## config.mk

```make
export PLATFORM = sky130hd
export DESIGN_NAME = fls_cmd
export DESIGN_NICKNAME = d
export VERILOG_FILES = /design/src/logic/fls_pkg.sv /design/src/logic/fls_crc_step.sv /design/src/logic/fls_cmd.sv
export SDC_FILE = /design/constraint.sdc
export NUM_CORES = 1
export LEC_CHECK = 0
export BUFFER_PORTS_ARGS = -buffer_cell sky130_fd_sc_hd__buf_2
export CAP_MARGIN = 10
export CORE_MARGIN = 2
export CORE_UTILIZATION = 45
export DETAILED_ROUTE_END_ITERATION = 8
export GPL_TIMING_DRIVEN = 0
export PLACE_DENSITY_LB_ADDON = 0.05
export SLEW_MARGIN = 20
export SYNTH_ARGS = -nofsm -noshare
export SYNTH_HDL_FRONTEND = slang
export SYNTH_SLANG_ARGS = --single-unit
```

## constraint.sdc

```tcl
create_clock -name ref_clk -period 40.6 [get_ports ref_clk]
set_input_delay 8.12 -clock ref_clk [delete_from_list [all_inputs] [get_ports ref_clk]]
set_output_delay 8.12 -clock ref_clk [all_outputs]
set_load 0.01 [all_outputs]
```

## src/logic/fls_pkg.sv

```systemverilog
// Shared constants and types of the fuel sensor serial command interpreter
package fls_pkg;

	// ---------------------------------------------------------------
	// Frame bytes
	// ---------------------------------------------------------------
	localparam logic [7:0] PFX_QUERY = 8'h31; // Prefix of a query frame
	localparam logic [7:0] PFX_RESP = 8'h3E; // Prefix of a response frame
	localparam logic [7:0] OP_READ = 8'h06; // One-shot binary read
	localparam logic [7:0] OP_CONT = 8'h07; // binary_periodic_cmd
	localparam logic [7:0] ADDR_BCAST = 8'hFF; // Broadcast network address
	localparam logic [7:0] ACK_OK = 8'h00; // Status byte of the periodic acknowledge
	localparam logic [7:0] CRC_INIT = 8'h00; // Hash start value
	localparam logic [7:0] CRC_FOLD = 8'h18; // Feedback taps, shifted form
	localparam logic [7:0] CRC_TOP = 8'h80; // Bit set after a feedback shift

	// ---------------------------------------------------------------
	// Symbolic characters
	// ---------------------------------------------------------------
	localparam logic [7:0] CH_D = 8'h44; // First character of both text commands
	localparam logic [7:0] CH_O = 8'h4F; // Second character, one-shot read
	localparam logic [7:0] CH_P = 8'h50; // Second character, text_periodic_cmd
	localparam logic [7:0] CH_F = 8'h46;
	localparam logic [7:0] CH_T = 8'h74;
	localparam logic [7:0] CH_N = 8'h4E;
	localparam logic [7:0] CH_EQ = 8'h3D;
	localparam logic [7:0] CH_SP = 8'h20;
	localparam logic [7:0] CH_DOT = 8'h2E;
	localparam logic [7:0] CH_ZERO = 8'h30;
	localparam logic [7:0] CH_ALPHA = 8'h37; // 'A' minus ten
	localparam logic [7:0] CH_CR = 8'h0D;
	localparam logic [7:0] CH_LF = 8'h0A;

	// ---------------------------------------------------------------
	// Frame lengths (index of the last byte) and timing
	// ---------------------------------------------------------------
	localparam logic [4:0] LAST_TEXT = 5'h15; // 22 characters
	localparam logic [4:0] LAST_DATA = 5'h08; // 9 bytes
	localparam logic [4:0] LAST_ACK = 5'h04; // 5 bytes
	localparam int CLK_HZ = 200_000_000; // ref_clk rate
	localparam int SEC_S = 1; // Base tick, seconds
	localparam int CYC_PER_SEC = CLK_HZ * SEC_S; // Cycles per base tick
	localparam logic [6:0] EXP_WIN_S = 7'h05; // Exponential averaging interval, s
	localparam logic [6:0] MAX_WIN_S = 7'h5A; // Longest moving window, 90 s

	// Auto-output setting codes
	localparam logic [1:0] AUTO_OFF = 2'h0;
	localparam logic [1:0] AUTO_BIN = 2'h1;
	localparam logic [1:0] AUTO_TEXT = 2'h2;

	typedef enum logic [2:0] {RX_IDLE, RX_ADDR, RX_OP, RX_HASH, RX_TXT} fls_rx_t;
	typedef enum logic [1:0] {K_TEXT, K_DATA, K_ACK} fls_kind_t;
	typedef enum logic [1:0] {PER_OFF, PER_BIN, PER_TEXT} fls_per_t;

endpackage

```

## src/logic/fls_crc_step.sv

```systemverilog
// One byte step of the frame hash, bit-serial form unrolled
module fls_crc_step
	import fls_pkg::*;
(
	input wire logic [7:0] crc_in,
	input wire logic [7:0] data_in,
	output logic [7:0] crc_out
);

	// ---------------------------------------------------------------
	// Hash update, least significant data bit first
	// ---------------------------------------------------------------
	always_comb
	begin
		logic [7:0] c;
		logic [7:0] d;
		c = crc_in;
		d = data_in;
		for (int i = 0; i < 8; i++)
		begin
			// Data bit unlike hash bit zero: fold in taps, shift, set top
			if (d[0] ^ c[0])
				c = ((c ^ CRC_FOLD) >> 1) | CRC_TOP; // RULE12
			else
				c = c >> 1; // RULE12
			d = d >> 1;
		end
		crc_out = c;
	end

endmodule

```

## src/logic/fls_cmd.sv

```systemverilog
// Serial command interpreter: text and binary readout of a fuel level sensor
// Overview of operation
// RULE1: Accept binary frames and ASCII commands alike
// RULE2: Text read answers one labelled line, CRLF
// RULE3: Text numbers are hexadecimal ASCII digits
// RULE4: Report raw frequency, temperature, level
// RULE5: Text periodic command repeats line each interval
// RULE6: Zero interval means no periodic output
// RULE7: Valid command suspends periodic text output
// RULE8: Text read or new settings stop text
// RULE9: Query prefix 31h, response prefix 3Eh
// RULE10: Address, opcode 06h/07h, zero to eight options; the parser takes no option bytes, the hash follows the opcode
// RULE11: Last byte is hash over all
// RULE12: Hash steps LSB first with 18h feedback
// RULE13: Binary read answer: temperature, level, frequency, hash
// RULE14: Multi-byte values go low byte first
// RULE15: Level clipped to configurable maximum
// RULE16: Exponential averaging over fixed five seconds
// RULE17: Moving average window zero to ninety seconds
// RULE18: Network mode answers own or broadcast address
// RULE19: Binary periodic command repeats data frames
// RULE20: Auto-output setting picks none, binary, text
// RULE21: Bad prefix or hash frames are dropped
// RULE22: Unknown text input leaves periodic state alone
module fls_cmd
	import fls_pkg::*;
#(
	parameter int CYC_PER_S = CYC_PER_SEC // Cycles per second, shorten in simulation
)
(
	input wire logic ref_clk,
	input wire logic reset_n,
	input wire logic [7:0] rx_data, // Received byte from the UART
	input wire logic rx_valid, // One-cycle strobe with rx_data
	output logic [7:0] tx_data, // Byte for the UART
	output logic tx_valid, // Held until tx_ready
	input wire logic tx_ready, // UART takes tx_data
	input wire logic [15:0] meas_freq, // Instantaneous generator frequency
	input wire logic [7:0] meas_temp, // Temperature or error code
	input wire logic [15:0] meas_level, // Level or volume value
	input wire logic [1:0] auto_mode, // Periodic output at power-up
	input wire logic [15:0] out_period_s, // Periodic output interval, s
	input wire logic net_mode, // High: answer own or broadcast only
	input wire logic [7:0] own_addr, // Network address
	input wire logic [15:0] max_level, // Ceiling of the reported level
	input wire logic avg_moving, // High: moving average, low: exponential
	input wire logic [6:0] avg_window_s, // Moving window, s
	input wire logic cfg_changed, // One-cycle strobe on new settings
	output logic [1:0] periodic_state // 0 off, 1 binary, 2 text
);

	// ---------------------------------------------------------------
	// Parameter check
	// ---------------------------------------------------------------
	if (CYC_PER_S < 2)
		$error("CYC_PER_S must be at least 2");

	// ---------------------------------------------------------------
	// State
	// ---------------------------------------------------------------
	typedef struct packed {
		fls_rx_t rx_st; // Receive parser state
		logic [7:0] rx_addr; // Address of the frame in progress
		logic [7:0] rx_op; // Opcode of the frame in progress
		logic [7:0] rx_crc; // Running hash of the received frame
		logic cmd_pend; // Answer waiting for the transmitter
		fls_kind_t cmd_kind;
		logic [7:0] cmd_addr;
		logic [7:0] cmd_op;
		logic per_pend; // Periodic frame waiting
		fls_per_t per_mode; // Periodic output mode
		logic boot; // First cycle after reset: load auto setting
		logic [31:0] sec_cnt; // Cycles within the current second
		logic [15:0] per_cnt; // Seconds since the last periodic frame
		logic [15:0] lvl_avg; // Averaged level
		logic busy; // Frame being sent
		fls_kind_t kind;
		logic [4:0] idx; // Index of the byte on tx_data
		logic [7:0] addr; // Address and opcode echoed in the frame
		logic [7:0] op;
		logic [7:0] crc; // Hash of bytes already accepted by the UART
		logic [7:0] sn_t; // Snapshot of the values being sent
		logic [15:0] sn_n;
		logic [15:0] sn_f;
		logic [7:0] tx_data;
		logic tx_valid;
	} fls_state_t;

	fls_state_t st;
	fls_state_t next_st;
	logic [7:0] rx_crc_next; // Hash including the received byte
	logic [7:0] tx_crc_next; // Hash including the byte now accepted

	// Every frame's hash starts from zero, whatever a text command or bad frame left behind
	fls_crc_step u_rx_crc
	(
		.crc_in((st.rx_st == RX_IDLE) ? CRC_INIT : st.rx_crc), // RULE11
		.data_in(rx_data),
		.crc_out(rx_crc_next)
	);

	fls_crc_step u_tx_crc
	(
		.crc_in(st.crc),
		.data_in(st.tx_data),
		.crc_out(tx_crc_next)
	);

	// ---------------------------------------------------------------
	// Helpers
	// ---------------------------------------------------------------
	// One hex digit as an ASCII character
	function automatic logic [7:0] hex_ch(input logic [3:0] n);
		hex_ch = (n < 4'hA) ? (CH_ZERO + {4'h0, n}) : (CH_ALPHA + {4'h0, n}); // RULE3
	endfunction

	// Byte at position i of a frame; h is the hash after the preceding bytes
	function automatic logic [7:0] frame_byte(input fls_kind_t k, input logic [4:0] i,
		input logic [7:0] a, input logic [7:0] o, input logic [7:0] t,
		input logic [15:0] n, input logic [15:0] f, input logic [7:0] h);
		frame_byte = h;
		if (k == K_TEXT)
		begin
			// F=ffff t=tt N=nnnn.0 CR LF, most significant digit first
			case (i)
				5'h00: frame_byte = CH_F; // RULE2
				5'h01, 5'h08, 5'h0D: frame_byte = CH_EQ;
				5'h02: frame_byte = hex_ch(f[15:12]); // RULE4
				5'h03: frame_byte = hex_ch(f[11:8]);
				5'h04: frame_byte = hex_ch(f[7:4]);
				5'h05: frame_byte = hex_ch(f[3:0]);
				5'h06, 5'h0B: frame_byte = CH_SP;
				5'h07: frame_byte = CH_T;
				5'h09: frame_byte = hex_ch(t[7:4]);
				5'h0A: frame_byte = hex_ch(t[3:0]);
				5'h0C: frame_byte = CH_N;
				5'h0E: frame_byte = hex_ch(n[15:12]);
				5'h0F: frame_byte = hex_ch(n[11:8]);
				5'h10: frame_byte = hex_ch(n[7:4]);
				5'h11: frame_byte = hex_ch(n[3:0]);
				5'h12: frame_byte = CH_DOT;
				5'h13: frame_byte = CH_ZERO;
				5'h14: frame_byte = CH_CR; // RULE2
				default: frame_byte = CH_LF;
			endcase
		end
		else
		begin
			// Prefix, address, opcode, body, hash; body values low byte first
			case (i)
				5'h00: frame_byte = PFX_RESP; // RULE9
				5'h01: frame_byte = a;
				5'h02: frame_byte = o;
				5'h03: frame_byte = (k == K_ACK) ? ACK_OK : t; // RULE13
				5'h04: frame_byte = (k == K_ACK) ? h : n[7:0]; // RULE14 RULE11
				5'h05: frame_byte = n[15:8];
				5'h06: frame_byte = f[7:0]; // RULE14
				5'h07: frame_byte = f[15:8];
				default: frame_byte = h; // RULE11
			endcase
		end
	endfunction

	// ---------------------------------------------------------------
	// Next-state logic
	// ---------------------------------------------------------------
	always_comb
	begin
		logic [6:0] div;
		logic [15:0] lvl_rep;
		logic [4:0] last;
		logic sec_tick;
		logic cmd_new; // Answer queued by the parser this cycle
		logic per_new; // Periodic tick this cycle
		next_st = st;
		cmd_new = 1'b0;
		per_new = 1'b0;
		last = (st.kind == K_TEXT) ? LAST_TEXT : (st.kind == K_ACK) ? LAST_ACK : LAST_DATA;
		sec_tick = (st.sec_cnt == 32'(CYC_PER_S - 1));
		// Clip to the configured ceiling
		lvl_rep = (st.lvl_avg > max_level) ? max_level : st.lvl_avg; // RULE15
		// Averaging divisor: fixed for exponential, window for moving
		div = avg_moving ? avg_window_s : EXP_WIN_S; // RULE16 RULE17
		if (div > MAX_WIN_S)
			div = MAX_WIN_S; // RULE17

		// Auto-output setting takes effect once after reset
		next_st.boot = 1'b0;
		if (st.boot)
		begin
			case (auto_mode) // RULE20
				AUTO_BIN: next_st.per_mode = PER_BIN;
				AUTO_TEXT: next_st.per_mode = PER_TEXT;
				default: next_st.per_mode = PER_OFF;
			endcase
		end

		// Second divider and averaging filter, one step per second
		next_st.sec_cnt = sec_tick ? 32'h0 : st.sec_cnt + 32'h1;
		if (sec_tick)
		begin
			// First-order filter; a window of 0 or 1 passes the raw value
			if (div <= 7'h01)
				next_st.lvl_avg = meas_level;
			else if (meas_level >= st.lvl_avg)
				next_st.lvl_avg = st.lvl_avg + (meas_level - st.lvl_avg) / {9'h0, div}; // RULE16
			else
				next_st.lvl_avg = st.lvl_avg - (st.lvl_avg - meas_level) / {9'h0, div}; // RULE17
			// Periodic timer; a zero interval never fires
			if (st.per_mode == PER_OFF || out_period_s == 16'h0)
				next_st.per_cnt = 16'h0; // RULE6
			else if (st.per_cnt + 16'h1 >= out_period_s)
			begin
				next_st.per_cnt = 16'h0;
				next_st.per_pend = 1'b1; // RULE5 RULE19
				per_new = 1'b1;
			end
			else
				next_st.per_cnt = st.per_cnt + 16'h1;
		end

		// New settings stop text output
		if (cfg_changed && st.per_mode == PER_TEXT)
			next_st.per_mode = PER_OFF; // RULE8

		// Receive parser: binary frames and two-character text commands
		if (rx_valid)
		begin
			next_st.rx_crc = rx_crc_next; // RULE11
			case (st.rx_st)
				RX_ADDR:
				begin
					next_st.rx_addr = rx_data;
					next_st.rx_st = RX_OP; // RULE10
				end
				RX_OP:
				begin
					next_st.rx_op = rx_data;
					// Both known opcodes carry no option bytes
					next_st.rx_st = (rx_data == OP_READ || rx_data == OP_CONT) ? RX_HASH : RX_IDLE;
				end
				RX_HASH:
				begin
					next_st.rx_st = RX_IDLE;
					// Hash must match, and in network mode the address too, otherwise drop silently
					if (rx_data == st.rx_crc && (!net_mode || st.rx_addr == own_addr
						|| st.rx_addr == ADDR_BCAST)) // RULE21 RULE18
					begin
						next_st.cmd_pend = 1'b1;
						cmd_new = 1'b1;
						next_st.cmd_addr = st.rx_addr;
						next_st.cmd_op = st.rx_op;
						if (st.rx_op == OP_CONT)
						begin
							next_st.cmd_kind = K_ACK;
							next_st.per_mode = PER_BIN; // RULE19
							next_st.per_cnt = 16'h0;
						end
						else
						begin
							next_st.cmd_kind = K_DATA; // RULE13
							if (st.per_mode == PER_TEXT)
								next_st.per_mode = PER_OFF; // RULE7
						end
					end
				end
				RX_TXT:
				begin
					next_st.rx_st = RX_IDLE;
					if (rx_data == CH_O)
					begin
						next_st.cmd_pend = 1'b1;
						cmd_new = 1'b1;
						next_st.cmd_kind = K_TEXT; // RULE2
						if (st.per_mode == PER_TEXT)
							next_st.per_mode = PER_OFF; // RULE8 RULE7
					end
					else if (rx_data == CH_P)
					begin
						next_st.per_mode = PER_TEXT; // RULE5
						next_st.per_cnt = 16'h0;
					end
					// Anything else is ignored, periodic state kept
				end
				default:
				begin
					// Frame start: either form on the same link
					next_st.rx_crc = rx_crc_next;
					if (rx_data == PFX_QUERY)
						next_st.rx_st = RX_ADDR; // RULE1 RULE9
					else if (rx_data == CH_D)
						next_st.rx_st = RX_TXT; // RULE1
					else
						next_st.rx_st = RX_IDLE; // RULE21 RULE22
					if (rx_data != PFX_QUERY)
						next_st.rx_crc = CRC_INIT;
				end
			endcase
		end

		// Transmitter: command answers take precedence over periodic frames
		if (!st.busy && (st.cmd_pend || (st.per_pend && st.per_mode != PER_OFF)))
		begin
			next_st.busy = 1'b1;
			next_st.idx = 5'h0;
			next_st.crc = CRC_INIT;
			next_st.sn_t = meas_temp; // RULE4
			next_st.sn_n = lvl_rep;
			next_st.sn_f = meas_freq; // RULE4
			if (st.cmd_pend)
			begin
				next_st.cmd_pend = cmd_new; // A request arriving now is kept, set wins
				next_st.kind = st.cmd_kind;
				next_st.addr = st.cmd_addr;
				next_st.op = st.cmd_op;
			end
			else
			begin
				next_st.per_pend = per_new;
				next_st.kind = (st.per_mode == PER_TEXT) ? K_TEXT : K_DATA;
				next_st.addr = own_addr;
				next_st.op = OP_CONT;
			end
			next_st.tx_valid = 1'b1;
			next_st.tx_data = frame_byte(next_st.kind, 5'h0, next_st.addr, next_st.op,
				meas_temp, lvl_rep, meas_freq, CRC_INIT);
		end
		else if (st.busy && tx_ready)
		begin
			// Byte taken: fold it into the hash and present the next one
			next_st.crc = tx_crc_next; // RULE11
			if (st.idx == last)
			begin
				next_st.busy = 1'b0;
				next_st.tx_valid = 1'b0;
			end
			else
			begin
				next_st.idx = st.idx + 5'h1;
				next_st.tx_data = frame_byte(st.kind, st.idx + 5'h1, st.addr, st.op,
					st.sn_t, st.sn_n, st.sn_f, tx_crc_next);
			end
		end
		// A periodic tick with output off is dropped
		if (st.per_mode == PER_OFF)
			next_st.per_pend = 1'b0;
	end

	// ---------------------------------------------------------------
	// State register
	// ---------------------------------------------------------------
	always_ff @(posedge ref_clk)
	begin
		if (!reset_n)
		begin
			st <= '0;
			st.boot <= 1'b1;
		end
		else
			st <= next_st;
	end

	assign tx_data = st.tx_data;
	assign tx_valid = st.tx_valid;
	assign periodic_state = st.per_mode;

	// ---------------------------------------------------------------
	// Checks
	// ---------------------------------------------------------------
	a_resp_prefix: assert property (@(posedge ref_clk) disable iff (!reset_n) // RULE9
		st.tx_valid && st.idx == 5'h0 && st.kind != K_TEXT |-> st.tx_data == PFX_RESP)
		else $error("binary response without response prefix");
	a_text_line_end: assert property (@(posedge ref_clk) disable iff (!reset_n) // RULE2
		st.tx_valid && st.kind == K_TEXT && st.idx == LAST_TEXT && $past(st.idx) != LAST_TEXT
		|-> st.tx_data == CH_LF && $past(st.tx_data) == CH_CR)
		else $error("text line does not end in CR LF");
	a_hash_last: assert property (@(posedge ref_clk) disable iff (!reset_n) // RULE11
		st.tx_valid && st.kind == K_DATA && st.idx == LAST_DATA |-> st.tx_data == st.crc)
		else $error("final byte differs from running hash");
	a_level_low_first: assert property (@(posedge ref_clk) disable iff (!reset_n) // RULE14
		st.tx_valid && st.kind == K_DATA && st.idx == 5'h4 |-> st.tx_data == st.sn_n[7:0])
		else $error("level low byte not sent first");
	a_level_clip: assert property (@(posedge ref_clk) disable iff (!reset_n) // RULE15
		!st.busy ##1 st.busy && st.idx == 5'h0 |-> st.sn_n <= $past(max_level))
		else $error("reported level above ceiling");
	a_zero_period: assert property (@(posedge ref_clk) disable iff (!reset_n) // RULE6
		$rose(st.per_pend) |-> $past(out_period_s) != 16'h0)
		else $error("periodic frame requested with zero interval");
	a_read_stops: assert property (@(posedge ref_clk) disable iff (!reset_n) // RULE8
		rx_valid && st.rx_st == RX_TXT && rx_data == CH_O |=> st.per_mode != PER_TEXT)
		else $error("text read did not stop text output");
	a_net_filter: assert property (@(posedge ref_clk) disable iff (!reset_n) // RULE18
		rx_valid && st.rx_st == RX_HASH && net_mode && st.rx_addr != own_addr
		&& st.rx_addr != ADDR_BCAST && !st.cmd_pend |=> !st.cmd_pend)
		else $error("foreign address answered in network mode");
	a_bad_hash: assert property (@(posedge ref_clk) disable iff (!reset_n) // RULE21
		rx_valid && st.rx_st == RX_HASH && rx_data != st.rx_crc && !st.cmd_pend
		|=> !st.cmd_pend)
		else $error("frame with bad hash accepted");
	a_tx_hold: assert property (@(posedge ref_clk) disable iff (!reset_n) // RULE10
		st.tx_valid && !tx_ready |=> st.tx_valid && $stable(st.tx_data))
		else $error("byte changed before it was taken");

endmodule

```

==> reports/results.ini <==
[synth]
ys_top_cells_by_area = dfxtp_1, ha_1, nor2_1, xnor2_1, a21oi_1
yosys-top-cells-count = nor2_1, nand2_1, ha_1
ys_types = 111
ys_ff_latch = 194
syn-cell-area_um2 = 25100
yosysTopAreaCell = dfxtp_1
synth_cells = 3424
syn_avg_cell_area_um2 = 7.34
yosysMostFrequentCell = nor2_1
ys_warn_count = 0
async_flop_share = 0
synthFlopType = dfxtp_1
synth_edf_count = 0
synth-seq-area-share = 0.155
yosysTopAreaCellShare = 0.155
syn_nets = 3812

[setup_path]
crit_fanout = 8
cp-start-kind = primary input
worstSetupEndpointType = register
crit_top_cell = o21a_1
worstPathRequired_ps = 40980
arrival_ps = 40830
crit_type = in -> reg
critical-path-max-stage-delay_ps = 460
cpMaxStageDelayCell = or4b_1

[timing]
fmax_mhz = 24.7
grt_setup_unrepaired = yes
setup_viol = 0
slew_headroom = 0.273
clock_skew_ps = 12.3
maxSlewViolCount = 0
hold_viol = 0
layout_worst_path_cycle_share = 0.996
max_slew.worst_pin.slew_ps = 1080
finalCriticalPeriod_ps = 40450

[cts]
worstSkewPairLatency_ps = 460
clockBufferDepth = 2
clk_pin_slew_ps = 80
cts_tree = built
clockRootBuffer = clkbuf_16
cts.sinks = 194
htreeDepth = 4
hold_buffers = 0
cts_made_buffers = 17

[place]
dp_hpwl_um = 71100
io_buffers = 104
placed_cells = 4285
finalWeightedCongestion = 0.973

[floorplanning]
die_area_um2 = 57700
coreArea_um2 = 55200
initial_core_util = 0.455
fp-row-count = 86
die_w_um = 240
ioPinCount = 115
die_height_um = 240

[final_layout]
stdcell_count = 4580
syn2layout_area_growth_pct = 26.3
fin_util = 0.575
nets = 4204
drive_gt1_frac = 0.225

[global_route]
track_usage = 0.303
grt_pass1_vias = 26100
grt_pass1_wl_um = 140000
grt-ovfl-total = 0
antenna_found_initial = 8
grt_start_max_net_pins = 23

[worst_hold_path]
min_path_type = reg -> reg

[detailed_routing]
detail-route-antenna-nets = 0
post_drt_wl_per_cell_um = 20.2
drc = 0
firstDrtPassIters = 6
wirelength_um = 92400
routed-via-count = 27800
drt_iter0_drc = 1984
viasPerCell = 6.07

[run_status]
status = complete, no violations

[run]
max-cap-violations = 0

-- cell families (layout without fill, tap and decap cells) --
kind of cell	count (synthesis)	in the layout	share of synthesized area
AND/OR/NAND/NOR	1269	1269	0.246
multiplexers	117	117	0.0488
other	0	3	0
flip-flops	194	194	0.155
buffers and inverters	301	706	0.0493
adder cells (fa/ha/maj)	285	285	0.143
AO/OA/AOI/OAI	1027	1027	0.278
XOR/XNOR	231	231	0.0805
-- worst paths after layout --
| kind | slack, ps | cells after the start | startpoint | endpoint |
|---|---|---|---|---|
| hold / removal | 470 | 2 | st[61]$_SDFFE_PN0P_ | st[61]$_SDFFE_PN0P_ |
| hold reg to reg | 470 | 2 | st[61]$_SDFFE_PN0P_ | st[61]$_SDFFE_PN0P_ |
| setup / recovery | 150 | 186 | meas_level[10] | st[96]$_SDFFE_PN0N_ |
| setup reg to reg | 7300 | 182 | st[82]$_SDFFE_PN0N_ | st[96]$_SDFFE_PN0N_ |
-- stage by stage --
stage                     setup slack, ps  setup TNS, ps  hold WS (ps)  area (µm²)
after floorplan                      6.27              0           431       25200
after global routing                -1270          -7650           498       31700
after detailed placement            -7240         -93070           458       26900
after CTS                            4.45              0           469       29500
final                                 146              0           474       31700
after global placement              -7630         -99250           452       26700
-- cell type report --
class / count / area [µm²]
antenna: 3 / 7.51
buffer: 137 / 815
clock buffer: 18 / 429
clock inverter: 14 / 180
fill: 5194 / 23500
inverter: 158 / 601
multi-input combinational: 2929 / 22100
sequential: 194 / 3880
tap: 748 / 936
timing repair buffer: 379 / 2760
-- sequential cells by signal (all words and copies together) (netlist names) --
register / cells
st: 184
periodic_state: 2
tx_data: 8
-- per-layer routing --
metal / vias to the layer above / part of all wire / wire (µm) / GRT usage
met5: - / 0.00052 / 48 / 0
met4: 8 / 0.036 / 3350 / 0.113
met3: 187 / 0.048 / 4430 / 0.0288
met2: 836 / 0.49 / 45200 / 0.543
met1: 13400 / 0.43 / 39400 / 0.374
li1: 13400 / - / - / -
-- layout by cell type, fill, tap and decap left out, types with 28 or more instances in the layout --
cell type,instances
nor2_1,325
nand2_1,310
buf_4,273
ha_1,233
dfxtp_1,194
a21oi_1,189
inv_1,147
xnor2_1,140
o21ai_0,134
nor3_1,110
o21a_1,106
buf_2,104
nand3_1,99
clkbuf_1,86
xor2_1,84
mux2i_1,66
a21o_1,63
a211oi_1,50
and3_1,47
a21oi_2,44
nand2b_1,44
ha_4,42
nand4_1,40
o211ai_1,38
mux2_2,36
o31ai_1,34
a31oi_1,29
nor2b_1,28
o22ai_1,28
-- repair_timing --
action,CTS,global route
gates resized for setup,260,218
setup endpoints to repair,16,16
hold endpoints to repair,0,0
pin swaps,109,205
buffers inserted,122,143
cloned,0,2
-- critical path, delay by kind of cell --
kind                     cells  cell delay (ps)
AO/OA/AOI/OAI               94            16550
XOR/XNOR                     2              270
adder cells (fa/ha/maj)     18             4790
buffers and inverters       19             2340
multiplexers                 8             1810
AND/OR/NAND/NOR             45             6890
Power is left out: the tool's default activity adds up to more than one toggle a clock period on the data nets, which glitch-free logic cannot reach.
